<file path="config.mk">
export PLATFORM = sky130hd
export DESIGN_NAME = drf_top
export DESIGN_NICKNAME = d
export VERILOG_FILES = /design/src/drf_pkg.sv /design/src/drf_top.sv /design/src/drf_sync.sv
export VERILOG_INCLUDE_DIRS = /design/src
export SDC_FILE = /design/constraint.sdc
export NUM_CORES = 1
export LEC_CHECK = 0
export ABC_AREA = 0
export BUFFER_PORTS_ARGS = -buffer_cell sky130_fd_sc_hd__buf_2
export CORE_ASPECT_RATIO = 1.75
export CORE_UTILIZATION = 58
export CTS_CLUSTER_SIZE = 30
export DETAILED_ROUTE_END_ITERATION = 12
export PLACE_DENSITY = 0.78
export REMOVE_ABC_BUFFERS = 1
export SYNTH_ARGS = -nofsm -noshare
export SYNTH_HDL_FRONTEND = slang
export SYNTH_SLANG_ARGS = --single-unit
export TNS_END_PERCENT = 30
</file>
<file path="constraint.sdc">
create_clock -name REF_CLK_I -period 2.8 [get_ports REF_CLK_I]
set_input_delay 0.14 -clock REF_CLK_I [delete_from_list [all_inputs] [get_ports REF_CLK_I]]
set_output_delay 0.14 -clock REF_CLK_I [all_outputs]
set_load 0.05 [all_outputs]
</file>
<file path="src/drf_regs.svh">
/*
 * Timing and field constants for the refresh and self-refresh block.
 * Assumes a 125 MHz fabric clock; times are in nanoseconds.
 */
`ifndef DRF_REGS_SVH
`define DRF_REGS_SVH

`define DRF_CLK_NS 8
`define DRF_T_RFC_NS 160
`define DRF_T_XS_NS 170
`define DRF_T_CKE_NS 5
`define DRF_T_REFI_NS 7800

// Least times round up, the longest self-refresh interval rounds down.
`define DRF_RFC_CYC ((`DRF_T_RFC_NS + `DRF_CLK_NS - 1) / `DRF_CLK_NS)
`define DRF_XS_CYC ((`DRF_T_XS_NS + `DRF_CLK_NS - 1) / `DRF_CLK_NS)
`define DRF_CKE_CYC ((`DRF_T_CKE_NS + `DRF_CLK_NS - 1) / `DRF_CLK_NS)
`define DRF_REFI_CYC (`DRF_T_REFI_NS / `DRF_CLK_NS)

`define DRF_CNT_W 12
`define DRF_ROW_W 15
`define DRF_ODT_OFS 5'h02
`define DRF_BL8_CK 3'h4
`define DRF_BC4_CK 3'h2

`endif

</file>
<file path="src/drf_pkg.sv">
/*
 * Types shared by the refresh and self-refresh block.
 * Assumes drf_regs.svh is on the include path.
 */
`include "drf_regs.svh"

package drf_pkg;

  // One-hot controller states.
  typedef enum logic [3:0] {
    ST_IDLE = 4'h1,
    ST_REF = 4'h2,
    ST_SREF = 4'h4,
    ST_SRX = 4'h8
  } drf_state_t;

  // Pin inputs as they travel through the synchroniser together.
  typedef struct packed {
    logic ck;
    logic cke;
    logic cs_n;
    logic ras_n;
    logic cas_n;
    logic we_n;
    logic a12;
    logic odt;
    logic wr_viol;
    logic mr1_a0;
    logic [3:0] cwl;
    logic [3:0] al;
  } drf_pins_t;

  // Whole state of the top module.
  typedef struct packed {
    drf_state_t state;
    logic ck_d;
    logic [`DRF_CNT_W-1:0] cnt;
    logic [`DRF_CNT_W-1:0] ref_tmr;
    logic [`DRF_ROW_W-1:0] row;
    logic [2:0] wr_left;
    logic wr_busy;
    logic bc4;
    logic refreshing;
    logic banks_idle;
    logic sref;
    logic int_clk_en;
    logic int_ref;
    logic dll_on;
    logic dll_rst;
    logic corrupt;
    logic rtt_on;
    logic [4:0] odt_lat;
  } drf_regs_t;

endpackage : drf_pkg

</file>
<file path="src/drf_top.sv">
/*
 * Device-side refresh, self-refresh and burst-select logic of a DDR3 DRAM.
 * Assumes the memory clock and all pins are slow enough to be oversampled
 * by REF_CLK_I, and that the controller keeps its own timing obligations.
 */
// What this block and its controller must do
// RQ1: A12 picks chopped four or eight beats.
// RQ2: Setup or hold faults corrupt only that write.
// RQ3: Strobe faults corrupt only that write location.
// RQ4: Refresh decoded from CS RAS CAS low.
// RQ5: Controller precharges all banks before refresh.
// RQ6: Internal counter addresses rows; banks end idle.
// RQ7: Only NOP or deselect during tRFC.
// RQ8: At most eight refreshes postponed.
// RQ9: At most eight refreshes pulled in.
// RQ10: Postponed refreshes done before self-refresh.
// RQ11: Self-refresh entry decoded with CKE low.
// RQ12: Banks idle and termination off before entry.
// RQ13: Stay in self-refresh at least tCKE.
// RQ14: DLL off on entry, reset on exit; the code does both only with MR1 A0 low.
// RQ15: Self-refresh ignores inputs, stops internal clock.
// RQ16: One internal refresh within tCKE of entry.
// RQ17: Clock stopped only after tCKSRE, restarted before exit.
// RQ18: Exit waits tXS and tXSDLL.
// RQ19: NOP during tXS, CKE high during tXSDLL.
// RQ20: ODT held low during tXSDLL.
// RQ21: Extra refresh before re-entering self-refresh.
// RQ22: ODT latency equals CWL plus AL minus two.
// RQ23: Controller tracks refresh debt within eight.
`include "drf_regs.svh"

module drf_top (
  input wire logic REF_CLK_I,
  input wire logic RST_I,
  input wire logic CK_I,
  input wire logic CKE_I,
  input wire logic CS_N_I,
  input wire logic RAS_N_I,
  input wire logic CAS_N_I,
  input wire logic WE_N_I,
  input wire logic A12_I,
  input wire logic ODT_I,
  input wire logic WR_VIOL_I,
  input wire logic MR1_A0_I,
  input wire logic [3:0] CWL_I,
  input wire logic [3:0] AL_I,
  output logic BC4_O,
  output logic WR_BUSY_O,
  output logic WR_CORRUPT_O,
  output logic REFRESHING_O,
  output logic BANKS_IDLE_O,
  output logic [`DRF_ROW_W-1:0] ROW_ADDR_O,
  output logic SELF_REFRESH_O,
  output logic INT_REF_O,
  output logic INT_CLK_EN_O,
  output logic DLL_ON_O,
  output logic DLL_RST_O,
  output logic RTT_ON_O,
  output logic [4:0] ODT_LAT_O
);

  localparam logic [`DRF_CNT_W-1:0] RFC_CYC = `DRF_CNT_W'(`DRF_RFC_CYC);
  localparam logic [`DRF_CNT_W-1:0] XS_CYC = `DRF_CNT_W'(`DRF_XS_CYC);
  localparam logic [`DRF_CNT_W-1:0] CKE_CYC = `DRF_CNT_W'(`DRF_CKE_CYC);
  localparam logic [`DRF_CNT_W-1:0] REFI_CYC = `DRF_CNT_W'(`DRF_REFI_CYC);
  localparam logic [`DRF_CNT_W-1:0] CNT_ONE = `DRF_CNT_W'(1);
  localparam logic [`DRF_ROW_W-1:0] ROW_ONE = `DRF_ROW_W'(1);
  localparam logic [2:0] BEAT_ONE = 3'h1;

  drf_pkg::drf_pins_t pin_raw;
  drf_pkg::drf_pins_t p;
  drf_pkg::drf_regs_t r;
  drf_pkg::drf_regs_t next_r;
  logic ck_rise;
  logic sel;
  logic nop_des;
  logic is_ref;
  logic is_sre;
  logic is_rd;
  logic is_wr;

  // Every pin, the memory clock included, is oversampled through two flops.
  always_comb begin
    pin_raw.ck = CK_I;
    pin_raw.cke = CKE_I;
    pin_raw.cs_n = CS_N_I;
    pin_raw.ras_n = RAS_N_I;
    pin_raw.cas_n = CAS_N_I;
    pin_raw.we_n = WE_N_I;
    pin_raw.a12 = A12_I;
    pin_raw.odt = ODT_I;
    pin_raw.wr_viol = WR_VIOL_I;
    pin_raw.mr1_a0 = MR1_A0_I;
    pin_raw.cwl = CWL_I;
    pin_raw.al = AL_I;
  end

  drf_sync #(
    .W($bits(drf_pkg::drf_pins_t))
  ) drf_sync_inst (
    .clk_i(REF_CLK_I),
    .rst_i(RST_I),
    .d_i(pin_raw),
    .q_o(p)
  );

  // Command decode happens on a rising edge of the sampled memory clock.
  assign ck_rise = p.ck && !r.ck_d;
  assign sel = !p.cs_n;
  assign nop_des = !sel || (p.ras_n && p.cas_n && p.we_n);
  assign is_ref = sel && !p.ras_n && !p.cas_n && p.we_n && p.cke;
  assign is_sre = sel && !p.ras_n && !p.cas_n && p.we_n && !p.cke;
  assign is_rd = sel && p.ras_n && !p.cas_n && p.we_n && p.cke;
  assign is_wr = sel && p.ras_n && !p.cas_n && !p.we_n && p.cke;

  // Next-state logic for the whole block.
  always_comb begin
    next_r = r;
    next_r.ck_d = p.ck;
    next_r.int_ref = 1'b0;
    next_r.dll_rst = 1'b0;
    next_r.corrupt = 1'b0;
    next_r.odt_lat = 5'(p.cwl + p.al) - `DRF_ODT_OFS; // see RQ22
    // Termination follows the pin except in self-refresh, where ODT is moot.
    next_r.rtt_on = p.odt && (r.state != drf_pkg::ST_SREF); // see RQ15
    if (r.cnt != '0) begin
      next_r.cnt = r.cnt - CNT_ONE;
    end
    // A strobe fault only flags the burst in flight; the controller never
    // leaves its path, so a bad write cannot hang the device.
    if (ck_rise && r.wr_left != '0) begin
      next_r.wr_left = r.wr_left - BEAT_ONE;
    end
    if (r.wr_left != '0 && p.wr_viol) begin
      next_r.corrupt = 1'b1; // see RQ2 RQ3
    end
    case (r.state)
      drf_pkg::ST_IDLE: begin
        if (ck_rise && is_ref) begin
          // Row comes from the internal counter, address pins unused.
          next_r.state = drf_pkg::ST_REF; // see RQ4
          next_r.refreshing = 1'b1;
          next_r.banks_idle = 1'b0;
          next_r.row = r.row + ROW_ONE; // see RQ6
          next_r.cnt = RFC_CYC;
        end else if (ck_rise && is_sre) begin
          next_r.state = drf_pkg::ST_SREF; // see RQ11
          next_r.sref = 1'b1;
          next_r.int_clk_en = 1'b0; // see RQ15
          next_r.dll_on = r.dll_on && p.mr1_a0; // see RQ14
          next_r.int_ref = 1'b1; // see RQ16
          next_r.row = r.row + ROW_ONE;
          next_r.cnt = CKE_CYC; // see RQ13
          next_r.ref_tmr = REFI_CYC;
        end else if (ck_rise && (is_rd || is_wr)) begin
          // A12 is a burst selector here, never a column bit.
          next_r.bc4 = !p.a12; // see RQ1
          if (is_wr) begin
            next_r.wr_left = p.a12 ? `DRF_BL8_CK : `DRF_BC4_CK;
          end
        end
      end
      drf_pkg::ST_REF: begin
        if (r.cnt == '0) begin
          next_r.state = drf_pkg::ST_IDLE;
          next_r.refreshing = 1'b0;
          next_r.banks_idle = 1'b1; // see RQ6
        end
      end
      drf_pkg::ST_SREF: begin
        // The built-in timer keeps refreshing with no memory clock.
        if (r.ref_tmr == '0) begin
          next_r.int_ref = 1'b1; // see RQ15
          next_r.row = r.row + ROW_ONE;
          next_r.ref_tmr = REFI_CYC;
        end else begin
          next_r.ref_tmr = r.ref_tmr - CNT_ONE;
        end
        // Only CKE high with NOP or deselect is looked at, and only after the least residency.
        if (ck_rise && p.cke && nop_des && r.cnt == '0) begin
          next_r.state = drf_pkg::ST_SRX; // see RQ13
          next_r.sref = 1'b0;
          next_r.int_clk_en = 1'b1;
          next_r.dll_on = 1'b1;
          next_r.dll_rst = !p.mr1_a0; // see RQ14
          next_r.cnt = XS_CYC;
        end
      end
      drf_pkg::ST_SRX: begin
        // Commands are ignored while a refresh in flight finishes.
        if (r.cnt == '0) begin
          next_r.state = drf_pkg::ST_IDLE;
        end
      end
      default: begin
        next_r.state = drf_pkg::ST_IDLE;
      end
    endcase
    next_r.wr_busy = (next_r.wr_left != '0); // see RQ2 RQ3
  end

  // Reset leaves the DLL on, the clock running and every bank idle.
  always_ff @(posedge REF_CLK_I) begin
    if (RST_I) begin
      r <= '0;
      r.state <= drf_pkg::ST_IDLE;
      r.banks_idle <= 1'b1;
      r.int_clk_en <= 1'b1;
      r.dll_on <= 1'b1;
    end else begin
      r <= next_r;
    end
  end

  // Outputs come straight from the state register.
  assign BC4_O = r.bc4;
  assign WR_BUSY_O = r.wr_busy;
  assign WR_CORRUPT_O = r.corrupt;
  assign REFRESHING_O = r.refreshing;
  assign BANKS_IDLE_O = r.banks_idle;
  assign ROW_ADDR_O = r.row;
  assign SELF_REFRESH_O = r.sref;
  assign INT_REF_O = r.int_ref;
  assign INT_CLK_EN_O = r.int_clk_en;
  assign DLL_ON_O = r.dll_on;
  assign DLL_RST_O = r.dll_rst;
  assign RTT_ON_O = r.rtt_on;
  assign ODT_LAT_O = r.odt_lat;
endmodule : drf_top

</file>
<file path="src/drf_sync.sv">
/*
 * Two-flop synchroniser for a bundle of asynchronous levels.
 * Assumes every bit is a slow level; no bit is read between the flops.
 */
module drf_sync #(
  parameter int W = 1
) (
  input wire logic clk_i,
  input wire logic rst_i,
  input wire logic [W-1:0] d_i,
  output logic [W-1:0] q_o
);

  typedef struct packed {
    logic [W-1:0] meta;
    logic [W-1:0] stable;
  } drf_sync_t;

  drf_sync_t r;
  drf_sync_t next_r;

  // The first stage feeds only the second stage.
  always_comb begin
    next_r.meta = d_i;
    next_r.stable = r.meta;
  end

  always_ff @(posedge clk_i) begin
    if (rst_i) begin
      r <= '0;
    end else begin
      r <= next_r;
    end
  end

  assign q_o = r.stable;

endmodule : drf_sync

</file>
### Word level (Yosys, flattened, before mapping)

Index checks and enable logic that the tools add are counted.

| storage, ports and cells | value |
|---|---|
| word-level logic and storage cells | 123 |
| input port bits | 20 |
| output and inout port bits | 31 |
| bits in registers | 99 |

| operators by class | value |
|---|---|
| bitwise operators | 4 |
| multiplexer cells | 31 |
| add/subtract/negate cells | 6 |
| equality and inequality tests | 13 |
| reductions and logical operators | 49 |

Operator list:

| kind | count |
|---|---|
| $pmux W39 S2 | 1 |
| $mux W12 | 5 |
| $mux W39 | 1 |
| $mux W15 | 2 |
| $logic_and A1 B1 Y1 | 24 |
| $logic_not A12 Y1 | 2 |
| $mux W4 | 6 |
| $sub A12 B1 Y12 const B | 2 |
| $mux W3 | 7 |
| $add A15 B1 Y15 const B | 1 |
| $ne A2 B2 Y1 const B | 6 |
| $pmux W4 S3 | 1 |
| $reduce_and A3 Y1 | 4 |
| $reduce_bool A12 Y1 | 1 |
| $logic_not A1 Y1 | 8 |
| $mux W2 | 4 |
| $pmux W4 S2 | 1 |
| $reduce_and A4 Y1 | 2 |
| $reduce_bool A3 Y1 | 2 |
| $add A4 B4 Y5 | 1 |
| $sub A5 B2 Y5 const B | 1 |
| $eq A4 B1 Y1 const B | 1 |
| $eq A4 B2 Y1 const B | 1 |
| $eq A4 B3 Y1 const B | 1 |
| other kinds (12) | 18 |

### Depth between registers and ports, before layout

| logic depth | value |
|---|---|
| depth after elaboration | 12 |
| gate-level depth with buffers | 8 |

### By module

A second synthesis with hierarchy kept.

| second synthesis, totals | value |
|---|---|
| cells, all modules | 462 |
| area total of the unflattened synthesis | 4301.6 sq um |

By module, submodules not included:

| module | sequential area each (sq um) | area an instance (sq um) | instances | cells an instance |
|---|---|---|---|---|
| drf_top | 1261.2 | 3306.9 | 1 | 387 |
| drf_sync | 720.7 | 994.7 | 1 | 75 |

### Worst setup path after synthesis

Ideal clock, no wire load.

| timing | value |
|---|---|
| kind | register -> register |
| start point | register r[36] (netlist bit) |
| end point | register r (netlist bit ROW_ADDR_O[4]) |
| data arrival time | 2.211 ns |
| cell stages (with the launch flop) | 6 |
| required time | 2.679 ns |
| period minus slack after synthesis | 2.331 ns |
| setup slack | 0.469 ns |
| cell sequence | dfxtp_1 > nor4_1 > nand4_1 > clkbuf_1 > a21oi_1 > mux2_2 |

| between the ends | value |
|---|---|
| longest elaborated chain between the ends | 3 |

Ends and longest elaborated chain:

| what | line | source |
|---|---|---|
| start: declaration | drf_top.sv:72 | `drf_pkg::drf_regs_t r;` |
| start signal: assignment | drf_top.sv:211 | `r <= next_r;` |
| $logic_not A12 Y1 | drf_top.sv:172 | `if (r.ref_tmr == '0) begin` |
| $ne A2 B2 Y1 (no source line) | - |  |
| $reduce_and A3 Y1 (no source line) | - |  |

No other way between the ends.
A chain may end at the register's enable or synchronous reset.

### Final worst setup path

| timing | value |
|---|---|
| start point | register r[59] (netlist bit) |
| end point | register r[39] (netlist bit) |

| between the ends | value |
|---|---|
| longest elaborated chain between the ends | 3 |
| elaborated cells between the ends (all ways) | 7 |
| those cells by class | 4 x eq/ne; 1 x mux; 2 x reduce/logical |

Ends and longest elaborated chain:

| what | line | source |
|---|---|---|
| $eq A4 B1 Y1 or $eq A4 B3 Y1 (tied branches) | drf_top.sv:137 | `case (r.state)` |
| $ne A2 B2 Y1 (no source line) or $reduce_bool A2 Y1 (tied branches) | - |  |
| $reduce_and A3 Y1 (no source line) | - |  |

Parallel ways exist; a longest one is shown, timed or not.

==> metrics <==
type of origin of the critical path register; Crit path max-delay family simple AND/OR/NAND/NOR gates; r2r worst-path depth 4; Mean Syn Cell Area ~9 um^2; CP max FO 10; worst path cell trace or4b_1 > o41a_4 > or4b_1 > a211oi_2; DRT iter0 DRCs 313; worst vdd ir 0.424 mV; drt total wl approximately 9.0 mm; Post-synth top cells dfxtp_1 (99), nor2b_1 (56), nor2_1 (37), a21oi_1 (26), inv_1 (23); CP Capture Point r[39]; R2R Path End r[39]; HP Start CWL_I[3]; top_reg_cell synth dfxtp_1; global placement routability congestion approximately 0.85; post-cts resize count 0; Clock Sinks 99; storage element area 1980 um^2; Crit-path slowest cell or4b_1; headroom to the max-slew limit 32.1%; Antenna diodes 0; post-synthesis adder-cell area fraction under 10%; Initial Utilization 59.8%; register area share after synthesis 44.1%; status finished clean; Setup crit end kind register; 1st-pass router iterations 4; Setup TNS Final 0 ns; Top cell by count, worst path or4b_1; drt wl/cell 14.7 um; Yosys cell types 57; fin crit share ~87%; CP Class reg -> reg; Root Driver clkbuf_16; cell with the most instances after synthesis dfxtp_1; port bufs 50; post-route ant nets 0; fmax 410 MHz; Critical path buffers and inverters 0; CP Data Arrival Time 2.70 ns; DP Area 4690 um^2; clock skew approximately 0.0068 ns; Slew @ Worst Pin around 1.0 ns; Synth area leader dfxtp_1; Worst Setup SP r[59]; die area 8110 um^2; die height 118 um; max-cap viol count 0; Die Width 68.5 um; HP Class in -> reg; initial antenna violation count 0; Critical R2R Launch r[59]; share of layout cells above drive strength 1 19.2%; met2 usage 44.2%; final setup fails 0; Yosys warnings 0; DP HPWL 6.23 mm; final hold vios 0; CP Data Required Time 3.06 ns; largest family of logic cells by synthesized area simple AND/OR/NAND/NOR gates; Pwr Total 3.66 mW; pre-CTS setup slack approximately 0.39 ns; Mapped Cells between 400 and 500; crit-path max cell delay 0.62 ns; met3 usage 4.73%; top post-synthesis cells by area dfxtp_1 (44%), nor2b_1 (7.8%), ha_1 (3.6%); Max Slew Vio Count 0; via count roughly 3500; post-route setup slack 0.359 ns; compound-gate portion of the synthesized area 12.5%; area of the multi-input gates 2170 um^2; worst skew pair latency 0.34 ns; Post-synth EDFFs 0; CTS tree yes; maximum root-to-sink buffer count 2; vias in the first global route 3525; global routing's busiest layer met2; vias per inst 5.78; DRC 0; Post-Synth Simple-Gate Area between 20 and 30%; Worst path depth 4; global route overflow 0; Synth top area share 44.1%; met1 Use GR 26.1%; I/O pin total 51; Core Box Area 7510 um^2; first-pass GRT wire length 15.5 mm; pin count of the biggest net entering global routing 107; Layout fillers about 630; htree depth 3; fin nets 551; xor/xnor share of the synthesized area under 10%; final instance area 5050 um^2; cts bufs inserted 9; row count 42; post-synthesis instance area 4490 um^2; area grow syn2layout 12.5%; Leak 2.07 nW; Cell Pwr Density 725 nW/um^2; mux share of post-synthesis cell area 4.21%; RSZ-0062 raised after global routing false; Global Route Usage Sum approximately a quarter; Tmin final 2.44 ns; Async SR Flop Fraction 0%; Reg clk slew, reported paths 0.07 ns; post-synthesis register bit count 99; R2R Setup Slk around 0.36 ns
registers in the layout (all words and copies together) (netlist names), 5 cells and up:
name,count
r,32
drf_sync_inst.q_o,18
ROW_ADDR_O,15
drf_sync_inst.next_r,18
ODT_LAT_O,5
cells in the final DEF, fill, tap and decap left out, types with 6 or more instances in the layout:
| cell type | instances |
|---|---|
| a211oi_1 | 10 |
| a21oi_1 | 26 |
| buf_2 | 49 |
| buf_4 | 13 |
| clkbuf_16 | 9 |
| dfxtp_1 | 99 |
| dlygate4sd3_1 | 6 |
| ha_1 | 13 |
| inv_1 | 23 |
| mux2_2 | 13 |
| nand2_1 | 14 |
| nand3_1 | 13 |
| nor2_1 | 37 |
| nor2b_1 | 56 |
| nor3_1 | 11 |
| nor3b_1 | 6 |
| nor4_1 | 6 |
| o21ai_0 | 6 |
| o31ai_1 | 8 |
| or3_1 | 12 |
| or4_1 | 11 |
per-layer routing:
layer  vias up  wire, um
met5         -         0
met4         0       379
met3        26       321
met2        89      4810
met1      1663      3440
li1       1748         -
cell type report:
cell class,instances,share of cell area (%)
repair buffers,68,7.98
well taps,88,2.18
flip-flops and latches,99,39.2
clock inverters,5,1.19
inverters,23,1.71
multi-input cells,316,42.9
clock buffers,11,4.81
metrics by stage:
stage	utilization (%)	hold slack [ns]	cells
4_1_cts	67.2	0.000626	610
6_report	67.2	0.00539	610
5_1_grt	67.2	0.0137	610
2_1_floorplan	-	0.207	438
3_3_place_gp	62.4	0.348	588
3_5_place_dp	62.4	0.354	588
cell families (layout without fill, tap and decap cells):
| logic type | Yosys count | count (layout) |
|---|---|---|
| muxes | 16 | 16 |
| DFF | 99 | 99 |
| buffers and inverters | 69 | 107 |
| and+or+nand+nor | 197 | 197 |
| AOI/OAI and AO/OA | 81 | 81 |
| adders and majority gates | 14 | 14 |
| xor gates and xnor gates | 8 | 8 |
worst min-delay path by stage:
stage | slack, ns | end | cells past startpoint
2_1_floorplan | 0.21 | ODT_LAT_O[2] | 1
3_3_place_gp | 0.35 | drf_sync_inst.next_r[7] | 2
3_5_place_dp | 0.35 | drf_sync_inst.next_r[16] | 2
4_1_cts | 0.0006 | drf_sync_inst.next_r[7] | 2
5_1_grt | 0.01 | drf_sync_inst.next_r[3] | 2
6_report | 0.005 | drf_sync_inst.next_r[7] | 2
report_power, final:
part | switching, mW | internal, mW
combinational | 0.450 | 0.343
clock | 0.522 | 0.720
sequential | 0.105 | 1.52
total | 1.08 | 2.59
timing repair:
action,CTS,global route
hold buffers,6,0
hold endpoints to repair,6,0
buffers inserted,0,0
Note: power is estimated with default switching activity, not from simulation.
